File: src/hw/rtc_flags_consts.vh
// constants for the clock flags and control register block
`ifndef RTC_FLAGS_CONSTS_VH
`define RTC_FLAGS_CONSTS_VH
// register byte addresses
`define ADDR_FLAGS      8'h00
`define ADDR_IRQ_STATUS 8'h04
`define ADDR_IRQ_MASK   8'h08
`define ADDR_CLOCK      8'h0c
`define ADDR_COUNTER    8'h10
// flag register bit positions
`define BIT_DOG   7
`define BIT_SUPPLY 5
`define BIT_TBLOST 4
`define BIT_TUNE  2
`define BIT_HOLD  1
`define BIT_SNAP  0
// interrupt status bit positions
`define IRQ_SUPPLY 0
`define IRQ_DOG    1
`define IRQ_TBLOST 2
`define IRQ_WIDTH  3
// reset values
`define FLAGS_RESET 8'h00
// timing: clock in kHz, start window in ms
`define MCLK_KHZ       125000
`define OSC_WINDOW_MS  5
`define OSC_WINDOW_CYC (`OSC_WINDOW_MS * `MCLK_KHZ)
`define TUNE_HZ        512
`define TUNE_HALF_CYC  ((`MCLK_KHZ * 1000) / (2 * `TUNE_HZ))
// axi response codes
`define RESP_OKAY   2'b00
`define RESP_SLVERR 2'b10
`endif

File: src/hw/rtc_flags_ctrl.v
// clock flags and control register block with axi4-lite slave
// Summary of operation
// - supply loss flag sets when supply falls below trip level and clears on a flags read or power up.
// - at power up, an enabled oscillator not running within 5 ms sets the timebase lost flag.
// - the timebase lost flag is only cleared by software writing 0 to it or by power up.
// - with tuning mode set the alarm pin carries a 512 Hz square wave, else the interrupt.
// - tuning mode resets to 0 at power up.
// - writing 1 to the time set hold bit freezes clock register updates from the counters.
// - the clock register and the tuning and timebase lost flag bits accept writes only while the time set hold bit is 1.
// - clearing the hold bit after a time change loads the clock register into the counters.
// - the time set hold bit resets to 0 at power up.
// - dog timeout flag sets when the watchdog expires and clears on a flags read or power up.
//
// Implementation choices: the register offsets and register access over AXI4-Lite.
`timescale 1ns/1ns
`default_nettype none
`include "rtc_flags_consts.vh"
module rtc_flags_ctrl #(
	parameter [31:0] OSC_WINDOW = `OSC_WINDOW_CYC
) (
	input  wire        mclk,
	input  wire        rst,
	input  wire [7:0]  s_axi_awaddr,
	input  wire        s_axi_awvalid,
	output reg         s_axi_awready,
	input  wire [31:0] s_axi_wdata,
	input  wire [3:0]  s_axi_wstrb,
	input  wire        s_axi_wvalid,
	output reg         s_axi_wready,
	output reg  [1:0]  s_axi_bresp,
	output reg         s_axi_bvalid,
	input  wire        s_axi_bready,
	input  wire [7:0]  s_axi_araddr,
	input  wire        s_axi_arvalid,
	output reg         s_axi_arready,
	output reg  [31:0] s_axi_rdata,
	output reg  [1:0]  s_axi_rresp,
	output reg         s_axi_rvalid,
	input  wire        s_axi_rready,
	input  wire        supply_low,
	input  wire        osc_enable,
	input  wire        osc_running,
	input  wire        dog_expired,
	input  wire [31:0] counter_value,
	output reg  [31:0] counter_load,
	output reg         counter_load_strobe,
	output reg         alarm_pin,
	output reg         irq
);
	wire supply_low_s;
	wire osc_running_s;
	wire osc_enable_s;
	wire dog_expired_s;
	reg  dog_prev;
	reg  supply_prev;

	// pin inputs into the clock domain
	sync2 u_sync_supply (.mclk(mclk), .rst(rst), .din(supply_low), .dout(supply_low_s));
	sync2 u_sync_osc (.mclk(mclk), .rst(rst), .din(osc_running), .dout(osc_running_s));
	sync2 u_sync_oen (.mclk(mclk), .rst(rst), .din(osc_enable), .dout(osc_enable_s));
	sync2 u_sync_dog (.mclk(mclk), .rst(rst), .din(dog_expired), .dout(dog_expired_s));

	reg        dog_timeout_flag;
	reg        supply_loss_flag;
	reg        timebase_lost_flag;
	reg        tune_mode;
	reg        time_set_hold;
	reg        snapshot_hold;
	reg        time_changed;
	reg [31:0] clock_reg;
	reg [31:0] holding_reg;
	reg [`IRQ_WIDTH-1:0] irq_status;
	reg [`IRQ_WIDTH-1:0] irq_mask;
	reg [31:0] osc_count;
	reg        osc_check_done;
	reg [16:0] tune_count;
	reg        tune_wave;

	// write channel latches
	reg        aw_held;
	reg        w_held;
	reg [7:0]  aw_addr;
	reg [31:0] w_data;
	reg [3:0]  w_strb;
	wire       do_write = aw_held && w_held && !s_axi_bvalid;
	wire       do_read  = s_axi_arvalid && s_axi_arready;
	wire       flags_read = do_read && (s_axi_araddr == `ADDR_FLAGS);
	wire       flags_wr = do_write && (aw_addr == `ADDR_FLAGS) && w_strb[0];
	// decoded register writes and terminal counts
	wire       clock_wr   = do_write && (aw_addr == `ADDR_CLOCK);
	wire       mask_wr    = do_write && (aw_addr == `ADDR_IRQ_MASK);
	wire       status_wr  = do_write && (aw_addr == `ADDR_IRQ_STATUS);
	wire       tb_clear   = flags_wr && time_set_hold && !w_data[`BIT_TBLOST];
	wire       base_load  = flags_wr && time_set_hold && !w_data[`BIT_HOLD] && time_changed;
	wire       tune_last  = (tune_count == `TUNE_HALF_CYC - 1);
	wire       dog_event = dog_expired_s && !dog_prev;
	wire       supply_event = supply_low_s && !supply_prev;
	wire       osc_fail_event = !osc_check_done && (osc_count == OSC_WINDOW - 32'd1)
	                            && osc_enable_s && !osc_running_s;
	wire       addr_ok = (aw_addr == `ADDR_FLAGS) || (aw_addr == `ADDR_IRQ_STATUS) ||
	                     (aw_addr == `ADDR_IRQ_MASK) || (aw_addr == `ADDR_CLOCK) ||
	                     (aw_addr == `ADDR_COUNTER);
	wire [7:0] flags_value = {dog_timeout_flag, 1'b0, supply_loss_flag, timebase_lost_flag,
	                          1'b0, tune_mode, time_set_hold, snapshot_hold};
	reg  [31:0] next_rdata;
	reg         next_rok;

	// write address and data handshakes, either order
	always @(posedge mclk or posedge rst) begin
		if (rst) begin
			aw_held       <= 1'b0;
			w_held        <= 1'b0;
			aw_addr       <= 8'h00;
			w_data        <= 32'h00000000;
			w_strb        <= 4'h0;
			s_axi_awready <= 1'b0;
			s_axi_wready  <= 1'b0;
			s_axi_bvalid  <= 1'b0;
			s_axi_bresp   <= `RESP_OKAY;
		end else begin
			s_axi_awready <= !aw_held && !s_axi_awready && s_axi_awvalid;
			s_axi_wready  <= !w_held && !s_axi_wready && s_axi_wvalid;
			if (s_axi_awvalid && s_axi_awready) begin
				aw_held <= 1'b1;
				aw_addr <= s_axi_awaddr;
			end
			if (s_axi_wvalid && s_axi_wready) begin
				w_held <= 1'b1;
				w_data <= s_axi_wdata;
				w_strb <= s_axi_wstrb;
			end
			if (do_write) begin
				aw_held      <= 1'b0;
				w_held       <= 1'b0;
				s_axi_bvalid <= 1'b1;
				s_axi_bresp  <= addr_ok ? `RESP_OKAY : `RESP_SLVERR;
			end else if (s_axi_bvalid && s_axi_bready) begin
				s_axi_bvalid <= 1'b0;
			end
		end
	end

	// read data mux
	always @* begin
		next_rdata = 32'h00000000;
		next_rok   = 1'b1;
		case (s_axi_araddr)
			`ADDR_FLAGS:      next_rdata = {24'h000000, flags_value};
			`ADDR_IRQ_STATUS: next_rdata = {29'h00000000, irq_status};
			`ADDR_IRQ_MASK:   next_rdata = {29'h00000000, irq_mask};
			`ADDR_CLOCK:      next_rdata = clock_reg;
			`ADDR_COUNTER:    next_rdata = holding_reg;
			default:          next_rok   = 1'b0;
		endcase
	end

	// read channel
	always @(posedge mclk or posedge rst) begin
		if (rst) begin
			s_axi_arready <= 1'b0;
			s_axi_rvalid  <= 1'b0;
			s_axi_rdata   <= 32'h00000000;
			s_axi_rresp   <= `RESP_OKAY;
		end else begin
			s_axi_arready <= s_axi_arvalid && !s_axi_arready && !s_axi_rvalid;
			if (do_read) begin
				s_axi_rvalid <= 1'b1;
				s_axi_rdata  <= next_rdata;
				s_axi_rresp  <= next_rok ? `RESP_OKAY : `RESP_SLVERR;
			end else if (s_axi_rvalid && s_axi_rready) begin
				s_axi_rvalid <= 1'b0;
			end
		end
	end

	// oscillator start check over the first window after reset
	always @(posedge mclk or posedge rst) begin
		if (rst) begin
			osc_count      <= 32'h00000000;
			osc_check_done <= 1'b0;
		end else if (!osc_check_done) begin
			osc_count <= osc_count + 32'd1;
			if (osc_count == OSC_WINDOW - 32'd1)
				osc_check_done <= 1'b1;
		end
	end

	// edge detectors for the synchronised event pins
	always @(posedge mclk or posedge rst) begin
		if (rst) begin
			dog_prev    <= 1'b0;
			supply_prev <= 1'b0;
		end else begin
			dog_prev    <= dog_expired_s;
			supply_prev <= supply_low_s;
		end
	end

	// supply loss flag; a set in the same cycle as a clear wins
	always @(posedge mclk or posedge rst) begin
		if (rst)
			supply_loss_flag <= 1'b0;
		else if (supply_event)
			supply_loss_flag <= 1'b1;
		else if (flags_read)
			supply_loss_flag <= 1'b0;
	end

	// dog timeout flag; a set in the same cycle as a clear wins
	always @(posedge mclk or posedge rst) begin
		if (rst)
			dog_timeout_flag <= 1'b0;
		else if (dog_event)
			dog_timeout_flag <= 1'b1;
		else if (flags_read)
			dog_timeout_flag <= 1'b0;
	end

	// timebase lost flag; only a software write of 0 or reset clears it
	always @(posedge mclk or posedge rst) begin
		if (rst)
			timebase_lost_flag <= 1'b0;
		else if (osc_fail_event)
			timebase_lost_flag <= 1'b1;
		else if (tb_clear)
			timebase_lost_flag <= 1'b0;
	end

	// control bits, clock register and base time transfer
	always @(posedge mclk or posedge rst) begin
		if (rst) begin
			tune_mode           <= 1'b0;
			time_set_hold       <= 1'b0;
			snapshot_hold       <= 1'b0;
			time_changed        <= 1'b0;
			clock_reg           <= 32'h00000000;
			counter_load        <= 32'h00000000;
			counter_load_strobe <= 1'b0;
			irq_mask            <= 3'b000;
		end else begin
			counter_load_strobe <= 1'b0;
			if (!time_set_hold)
				clock_reg <= counter_value;
			if (flags_wr) begin
				time_set_hold <= w_data[`BIT_HOLD];
				snapshot_hold <= w_data[`BIT_SNAP];
				if (time_set_hold)
					tune_mode <= w_data[`BIT_TUNE];
			end
			if (base_load) begin
				counter_load        <= clock_reg;
				counter_load_strobe <= 1'b1;
				time_changed        <= 1'b0;
			end
			if (clock_wr && time_set_hold) begin
				clock_reg    <= w_data;
				time_changed <= 1'b1;
			end
			if (mask_wr)
				irq_mask <= w_data[`IRQ_WIDTH-1:0];
		end
	end

	// holding register for stable reads
	always @(posedge mclk or posedge rst) begin
		if (rst)
			holding_reg <= 32'h00000000;
		else if (!snapshot_hold)
			holding_reg <= counter_value;
	end

	// sticky interrupt status, write one to clear, set wins
	always @(posedge mclk or posedge rst) begin
		if (rst)
			irq_status <= 3'b000;
		else
			irq_status <= (irq_status & ~(status_wr ? w_data[`IRQ_WIDTH-1:0] : 3'b000))
			              | {osc_fail_event, dog_event, supply_event};
	end

	// interrupt level, high while an unmasked status bit is set
	always @(posedge mclk or posedge rst) begin
		if (rst)
			irq <= 1'b0;
		else
			irq <= |(irq_status & irq_mask);
	end

	// 512 Hz square wave or interrupt on the alarm pin
	always @(posedge mclk or posedge rst) begin
		if (rst) begin
			tune_count <= 17'h00000;
			tune_wave  <= 1'b0;
			alarm_pin  <= 1'b0;
		end else begin
			if (!tune_mode || tune_last) begin
				tune_count <= 17'h00000;
				tune_wave  <= tune_mode ? !tune_wave : 1'b0;
			end else begin
				tune_count <= tune_count + 17'd1;
			end
			alarm_pin <= tune_mode ? tune_wave : |(irq_status & irq_mask);
		end
	end
endmodule // rtc_flags_ctrl
`default_nettype wire

File: src/hw/sync2.v
// two flip-flop level synchroniser
`timescale 1ns/1ns
`default_nettype none
module sync2 (
	input  wire mclk,
	input  wire rst,
	input  wire din,
	output reg  dout
);
	reg stage1;

	// first stage feeds only the second
	always @(posedge mclk or posedge rst) begin
		if (rst) begin
			stage1 <= 1'b0;
			dout   <= 1'b0;
		end else begin
			stage1 <= din;
			dout   <= stage1;
		end
	end
endmodule // sync2
`default_nettype wire

File: config.mk
export PLATFORM = sky130hd
export DESIGN_NAME = rtc_flags_ctrl
export DESIGN_NICKNAME = d
export VERILOG_FILES = /design/src/hw/rtc_flags_ctrl.v /design/src/hw/sync2.v
export VERILOG_INCLUDE_DIRS = /design/src /design/src/hw
export SDC_FILE = /design/constraint.sdc
export NUM_CORES = 1
export LEC_CHECK = 0
export ABC_CLOCK_PERIOD_IN_PS = 10400
export BUFFER_PORTS_ARGS = -buffer_cell sky130_fd_sc_hd__buf_2
export CORE_MARGIN = 2
export CORE_UTILIZATION = 55
export DETAILED_ROUTE_END_ITERATION = 10
export GPL_ROUTABILITY_DRIVEN = 0
export PLACE_DENSITY = 0.9
export SLEW_MARGIN = 5
export SYNTH_ARGS = -nofsm -noshare
export SYNTH_HDL_FRONTEND = slang
export SYNTH_SLANG_ARGS = --single-unit
File: constraint.sdc
create_clock -name mclk -period 10.4 [get_ports mclk]
set_input_delay 1.56 -clock mclk [delete_from_list [all_inputs] [get_ports mclk]]
set_output_delay 1.56 -clock mclk [all_outputs]
set_load 0.1 [all_outputs]
==> results of run 1 <==
## cell families after synthesis
| group | Yosys count | share of synthesized area, % |
|---|---|---|
| XOR/XNOR | 46 | 3.70 |
| adder cells (fa/ha/maj) | 3 | 0.345 |
| multiplexers | 116 | 13.0 |
| AO/OA/AOI/OAI | 125 | 7.83 |
| flip-flops | 255 | 58.7 |
| AND/OR/NAND/NOR | 286 | 13.9 |
| other | 1 | 0.0345 |
| buffers and inverters | 62 | 2.45 |
## synthesized netlist by cell type (2+ instances only)
library cell | n | share of area [%]
a21o_1 | 7 | 0.48
buf_2 | 3 | 0.14
nand2b_1 | 36 | 2.1
a22oi_1 | 36 | 2.5
nand4b_1 | 2 | 0.16
nand3_1 | 47 | 2.2
xnor2_1 | 31 | 2.5
ha_1 | 3 | 0.35
xor2_1 | 15 | 1.2
buf_1 | 3 | 0.10
mux2_2 | 86 | 8.9
dfrtp_1 | 255 | 59
nor2b_1 | 4 | 0.23
mux2_4 | 30 | 4.1
or4_1 | 4 | 0.28
nor4b_1 | 5 | 0.40
buf_4 | 2 | 0.14
clkbuf_1 | 38 | 1.3
buf_6 | 3 | 0.31
or3_1 | 2 | 0.12
nand2_1 | 88 | 3.0
nor2_1 | 30 | 1.0
a21oi_1 | 2 | 0.092
nor4_1 | 20 | 1.2
a221o_1 | 3 | 0.28
o21ai_0 | 36 | 1.7
and3b_1 | 2 | 0.16
and2_1 | 2 | 0.12
nor3b_1 | 5 | 0.35
o211ai_1 | 32 | 2.2
nor3_1 | 9 | 0.41
nand3b_1 | 2 | 0.14
and3_1 | 3 | 0.17
nand4_1 | 15 | 0.86
inv_1 | 13 | 0.45
a21boi_0 | 2 | 0.14
o22a_1 | 3 | 0.24
or2_2 | 2 | 0.12
## routing by layer
layer / vias to the layer above / wire, um / global-route usage [%] / share of wire, %
met5: - / 12 / 0 / 0.050
met4: 2 / 644 / 7.66 / 2.7
met3: 60 / 1420 / 4.04 / 5.9
met2: 241 / 11600 / 37.9 / 48
met1: 3810 / 10400 / 31.6 / 43
li1: 3499 / - / - / -
## path summary, 6_finish.rpt
path / start / endpoint / slack [ns] / cells after the start
max in group mclk: aw_addr[0]$_DFFE_PP0P_ / counter_load[22]$_DFFE_PP0P_ / 7.42 / 4
max reg2reg: aw_addr[0]$_DFFE_PP0P_ / counter_load[22]$_DFFE_PP0P_ / 7.42 / 4
min: u_sync_osc.stage1$_DFF_PP0_ / u_sync_osc.dout$_DFF_PP0_ / 0.35 / 0
min reg2reg: u_sync_osc.stage1$_DFF_PP0_ / u_sync_osc.dout$_DFF_PP0_ / 0.35 / 0
min in group asynchronous: rst / aw_addr[0]$_DFFE_PP0P_ / 1.15 / 2
max: rst / counter_load[22]$_DFFE_PP0P_ / 6.86 / 4
## layout make-up
class	count	share of cell area, %
Clock buffer	35	5.76
Inverter	13	0.442
Antenna cell	4	0.0785
Timing Repair Buffer	173	6.95
Multi-Input combinational cell	578	33.3
Clock inverter	12	0.805
Sequential cell	255	50.1
Tap cell	265	2.60
## through the flow
stage | setup slack (ns) | cell area [sq um] | cells | util [%]
6_report | 6.86 | 12800 | 1335 | 65.5
5_1_grt | 6.41 | 12700 | 1332 | 65.5
4_1_cts | 6.72 | 12700 | 1331 | 65.5
3_5_place_dp | 6.18 | 11900 | 1284 | 61.2
3_3_place_gp | 6.21 | 11900 | 1284 | 61.2
2_1_floorplan | 1.83 | 10900 | 895 | -
## power groups by stage
stage / registers, mW / logic, mW / clock network [mW]
3_5_place_dp: 1.23 / 0.348 / 0
2_1_floorplan: 1.27 / 0.211 / 0
4_1_cts: 1.21 / 0.350 / 0.920
6_report: 1.21 / 0.346 / 0.903
3_3_place_gp: 1.22 / 0.336 / 0
5_1_grt: 1.23 / 0.377 / 0.960
==> impl_metrics.toml, run 1 <==
[pwr]
p_seq_share_pct = 49.3
total_power_mw = 2.46
netSwitchingFraction_pct = 27.5
p_clk_share_pct = 36.7
power_switching_uw = 676
p_leak_nw = 5.88
ir_drop_uv = 163
powerDensity_mw_per_mm2 = 193
power_frac_comb_pct = 14.1
internal-power_mw = 1.79

[setup_path]
path_cells = "buf_2, inv_8, buf_4, buf_4"
crit_arrival_ns = 4.04
crit_path_top_delay_cell = "buf_4"
critPathRequiredTime_ns = 10.90
worst-path-buf-inv = 4
path_max_fanout = 95
end_kind = "async pin"
crit_top_cell = "buf_4"
critPathKind = "primary input to async pin"
max_stage_delay_ns = 0.91
crit_family = "buffers and inverters"
worst_setup_path_start_kind = "primary input"

[timing]
finalSetupTns_ns = 0
worst_slew_pin_slew_ns = 1.17
finalMaxSlewViolations = 0
whs_ns = 0.349
setup_violations = 0
fin_crit_ns = 3.54
final_hold_viol_count = 0
finClkSkew_ns = 0.0259
min_period_over_period_pct = 34.0
max_freq_mhz = 282
rsz0062_at_grt = "no"
relSlewSlack_pct = 21.3

[clock_tree]
ctsResizeCount = 0
insertion_delay_ns = 0.53
cts_num_sinks = 255
cts_max_level = 1
cts_setup_buffers = 0
path_clk_slew_ns = 0.06
cts_tree = "yes"
cts_buffer_depth = 3
hold_buffers = 0
cts_buffers = 26
root_buffer = "clkbuf_16"

[synth]
synth_warnings = 0
synth-main-ff-cell = "dfrtp_1"
synth_area_sq_mm = 0.0109
synth_cell_type_count = 51
synth-edff-count = 0
ys_seq_elements = 255
synthArstFlopShare_pct = 100
postSynthCellCount = 894
avgSynthCellArea_sq_um = 12.2
synth.yosys.seq_area_share_pct = 58.7

[grt]
grt_pass1_vias = 7551
grt-ovfl-total = 0
antenna_found_initial = 2
grt_usage_pct = 23.1
grt_max_degree = 103
grt_pass1_wl_mm = 38.2

[final_layout]
drive_above_1_share_pct = 32.3
final_cell_mix = "dfrtp_1, buf_2, nand2_1, mux2_2, nand3_1"
fill_cells = 1388
register_area_sq_mm = 0.00638
multi_input_area_sq_mm = 0.00425
areaGrowthSynthToFinish_pct = 17.2
final_common_cell = "dfrtp_1"
nets = 1145

[drt]
first_pass_iters = 5
post_drt_via_cell_ratio = 5.70
drt_iter0_markers = 552
postRouteAntennaNets = 0
wl_per_cell_um = 18.0
vias = 7612
wirelength_mm = 24.1
drc = 0

[floorplan]
coreArea_sq_mm = 0.0195
rows = 51
io_pins = 171
die_area_sq_mm = 0.0209
start_util_pct = 55.9
die_x_um = 145
die_h_um = 145

[outcome]
status = "finished clean"

[job]
cap_violations = 0

[placement]
numPortBuffers = 165
hpwl_mm = 15.5

[worst_hold_path]
hold_path.class = "flop to flop"
(Power assumes the default switching activity.)
==> inputs of run 2 (changes only) <==
- ABC_CLOCK_PERIOD_IN_PS: 10400 -> 3400
- clock period: 10.4 -> 3.4 ns (I/O delays scaled with it)
==> impl_metrics.toml, run 2 (synthesis gave the netlist of run 1 again) <==
[outcome]
status = "finished clean"

[final_layout]
fill_cells = 1395
drive_above_1_share_pct = 32.3
multi_input_area_sq_mm = 0.00425
register_area_sq_mm = 0.00638
final_cell_mix = "dfrtp_1, buf_2, nand2_1, mux2_2, nand3_1"
final_common_cell = "dfrtp_1"
nets = 1150
layoutNonFillerInstCount = 1344
areaGrowthSynthToFinish_pct = 18.3

[clock_tree]
cts_buffer_depth = 3
insertion_delay_ns = 0.54
path_clk_slew_ns = 0.06
cts_max_level = 1
cts_buffers = 27
ctsResizeCount = 0
cts_tree = "yes"
root_buffer = "clkbuf_16"
cts_num_sinks = 255
cts_setup_buffers = 0

[floorplan]
die_x_um = 145
rows = 51
io_pins = 171
die_area_sq_mm = 0.0209
start_util_pct = 55.9
coreArea_sq_mm = 0.0195
die_h_um = 145

[grt]
grt-ovfl-total = 0
grt_pass1_vias = 7854
grt_usage_pct = 24.2
antenna_found_initial = 3
grt_pass1_wl_mm = 39.8
grt_max_degree = 114

[drt]
dr.max_layer_used = "met4"
wl_met3_mm = 1.54
met2_length_mm = 12.2
drt_iter0_markers = 492
drc = 0
wl_per_cell_um = 18.6
first_pass_iters = 6
wirelength_mm = 25.0
vias = 7785
wl_met1_mm = 10.2
post_drt_via_cell_ratio = 5.79
postRouteAntennaNets = 0

[timing]
finalMaxSlewViolations = 0
whs_ns = 0.0825
rsz0062_at_grt = "no"
setup_violations = 0
worst_slew_pin_slew_ns = 1.06
min_period_over_period_pct = 73.4
relSlewSlack_pct = 28.9
finClkSkew_ns = 0.0157
final_hold_viol_count = 0
fin_crit_ns = 2.49
max_freq_mhz = 401

[worst_hold_path]
hold_path.class = "primary input to flop"

[setup_path]
crit_path_top_delay_cell = "nor4_1"
critPathRequiredTime_ns = 3.82
worst_setup_path_start_kind = "flop"
path_cells = "ha_1, nand4b_1, nor4_1, nand4_1, xnor2_1"
critPathKind = "flop to flop"
crit_arrival_ns = 2.91
end_kind = "flop"
path_max_fanout = 7
max_stage_delay_ns = 0.99

[placement]
numPortBuffers = 165
hpwl_mm = 15.8
place_inst = 1287

[job]
cap_violations = 0

[pwr]
p_leak_nw = 5.93
ir_drop_uv = 438
powerDensity_mw_per_mm2 = 598
run 2: path summary, 6_finish.rpt:
| kind | startpoint | end | slack (ns) | depth (start not counted) |
|---|---|---|---|---|
| max in group asynchronous | rst | clock_reg[6]$_DFFE_PP0P_ | 2.17 | 4 |
| max reg2reg | osc_count[0]$_DFFE_PP0N_ | osc_count[30]$_DFFE_PP0N_ | 0.91 | 5 |
| min | osc_enable | u_sync_oen.stage1$_DFF_PP0_ | 0.08 | 1 |
| max | osc_count[0]$_DFFE_PP0N_ | osc_count[30]$_DFFE_PP0N_ | 0.91 | 5 |
| min in group asynchronous | rst | tune_count[4]$_DFF_PP0_ | 0.43 | 3 |
| min reg2reg | u_sync_osc.stage1$_DFF_PP0_ | u_sync_osc.dout$_DFF_PP0_ | 0.35 | 0 |
run 2: layout make-up:
| type | instances | share of cell area (%) |
|---|---|---|
| clock inverters | 5 | 0.360 |
| clock buffers | 45 | 6.63 |
| multi-input cells | 578 | 33.0 |
| well taps | 265 | 2.58 |
| flip-flops and latches | 255 | 49.6 |
| repair buffers | 177 | 7.33 |
| inverters | 13 | 0.408 |
| diodes | 6 | 0.117 |
run 2: metal layers:
layer  global-route usage, %  up-vias
met5                       0        -
met4                    11.3        0
met3                    4.83       87
met2                    39.3      320
met1                    31.4     3863
li1                        -     3515
run 2: power breakdown:
part	switching, mW	internal [mW]	total (mW)
Sequential	0.314	3.42	3.73
Combinational	0.614	0.458	1.07
Clock	1.18	1.72	2.90
run 2: worst max-delay path, delay by kind of cell (launching register included):
family	cells	cell delay, ns
simple gates	3	1.56
fa+ha+maj	1	0.23
flops	1	0.39
xor+xnor	1	0.19
run 2: stage by stage:
stage	setup slack, ns	utilization, %	total power [mW]	area, sq um	TNS, ns
2_1_floorplan	-0.468	-	4.53	10900	-119.25
3_3_place_gp	0.994	61.4	4.78	11900	0
3_5_place_dp	0.935	61.4	4.84	11900	0
4_1_cts	0.889	66.1	7.75	12900	0
5_1_grt	0.730	66.1	8.01	12900	0
6_report	0.905	66.1	7.70	12900	0
run 2: repair_timing:
action | in CTS | in global routing
hold buffers | 1 | 0
endpoints found under the setup margin | 0 | 0
endpoints found under the hold margin | 2 | 0
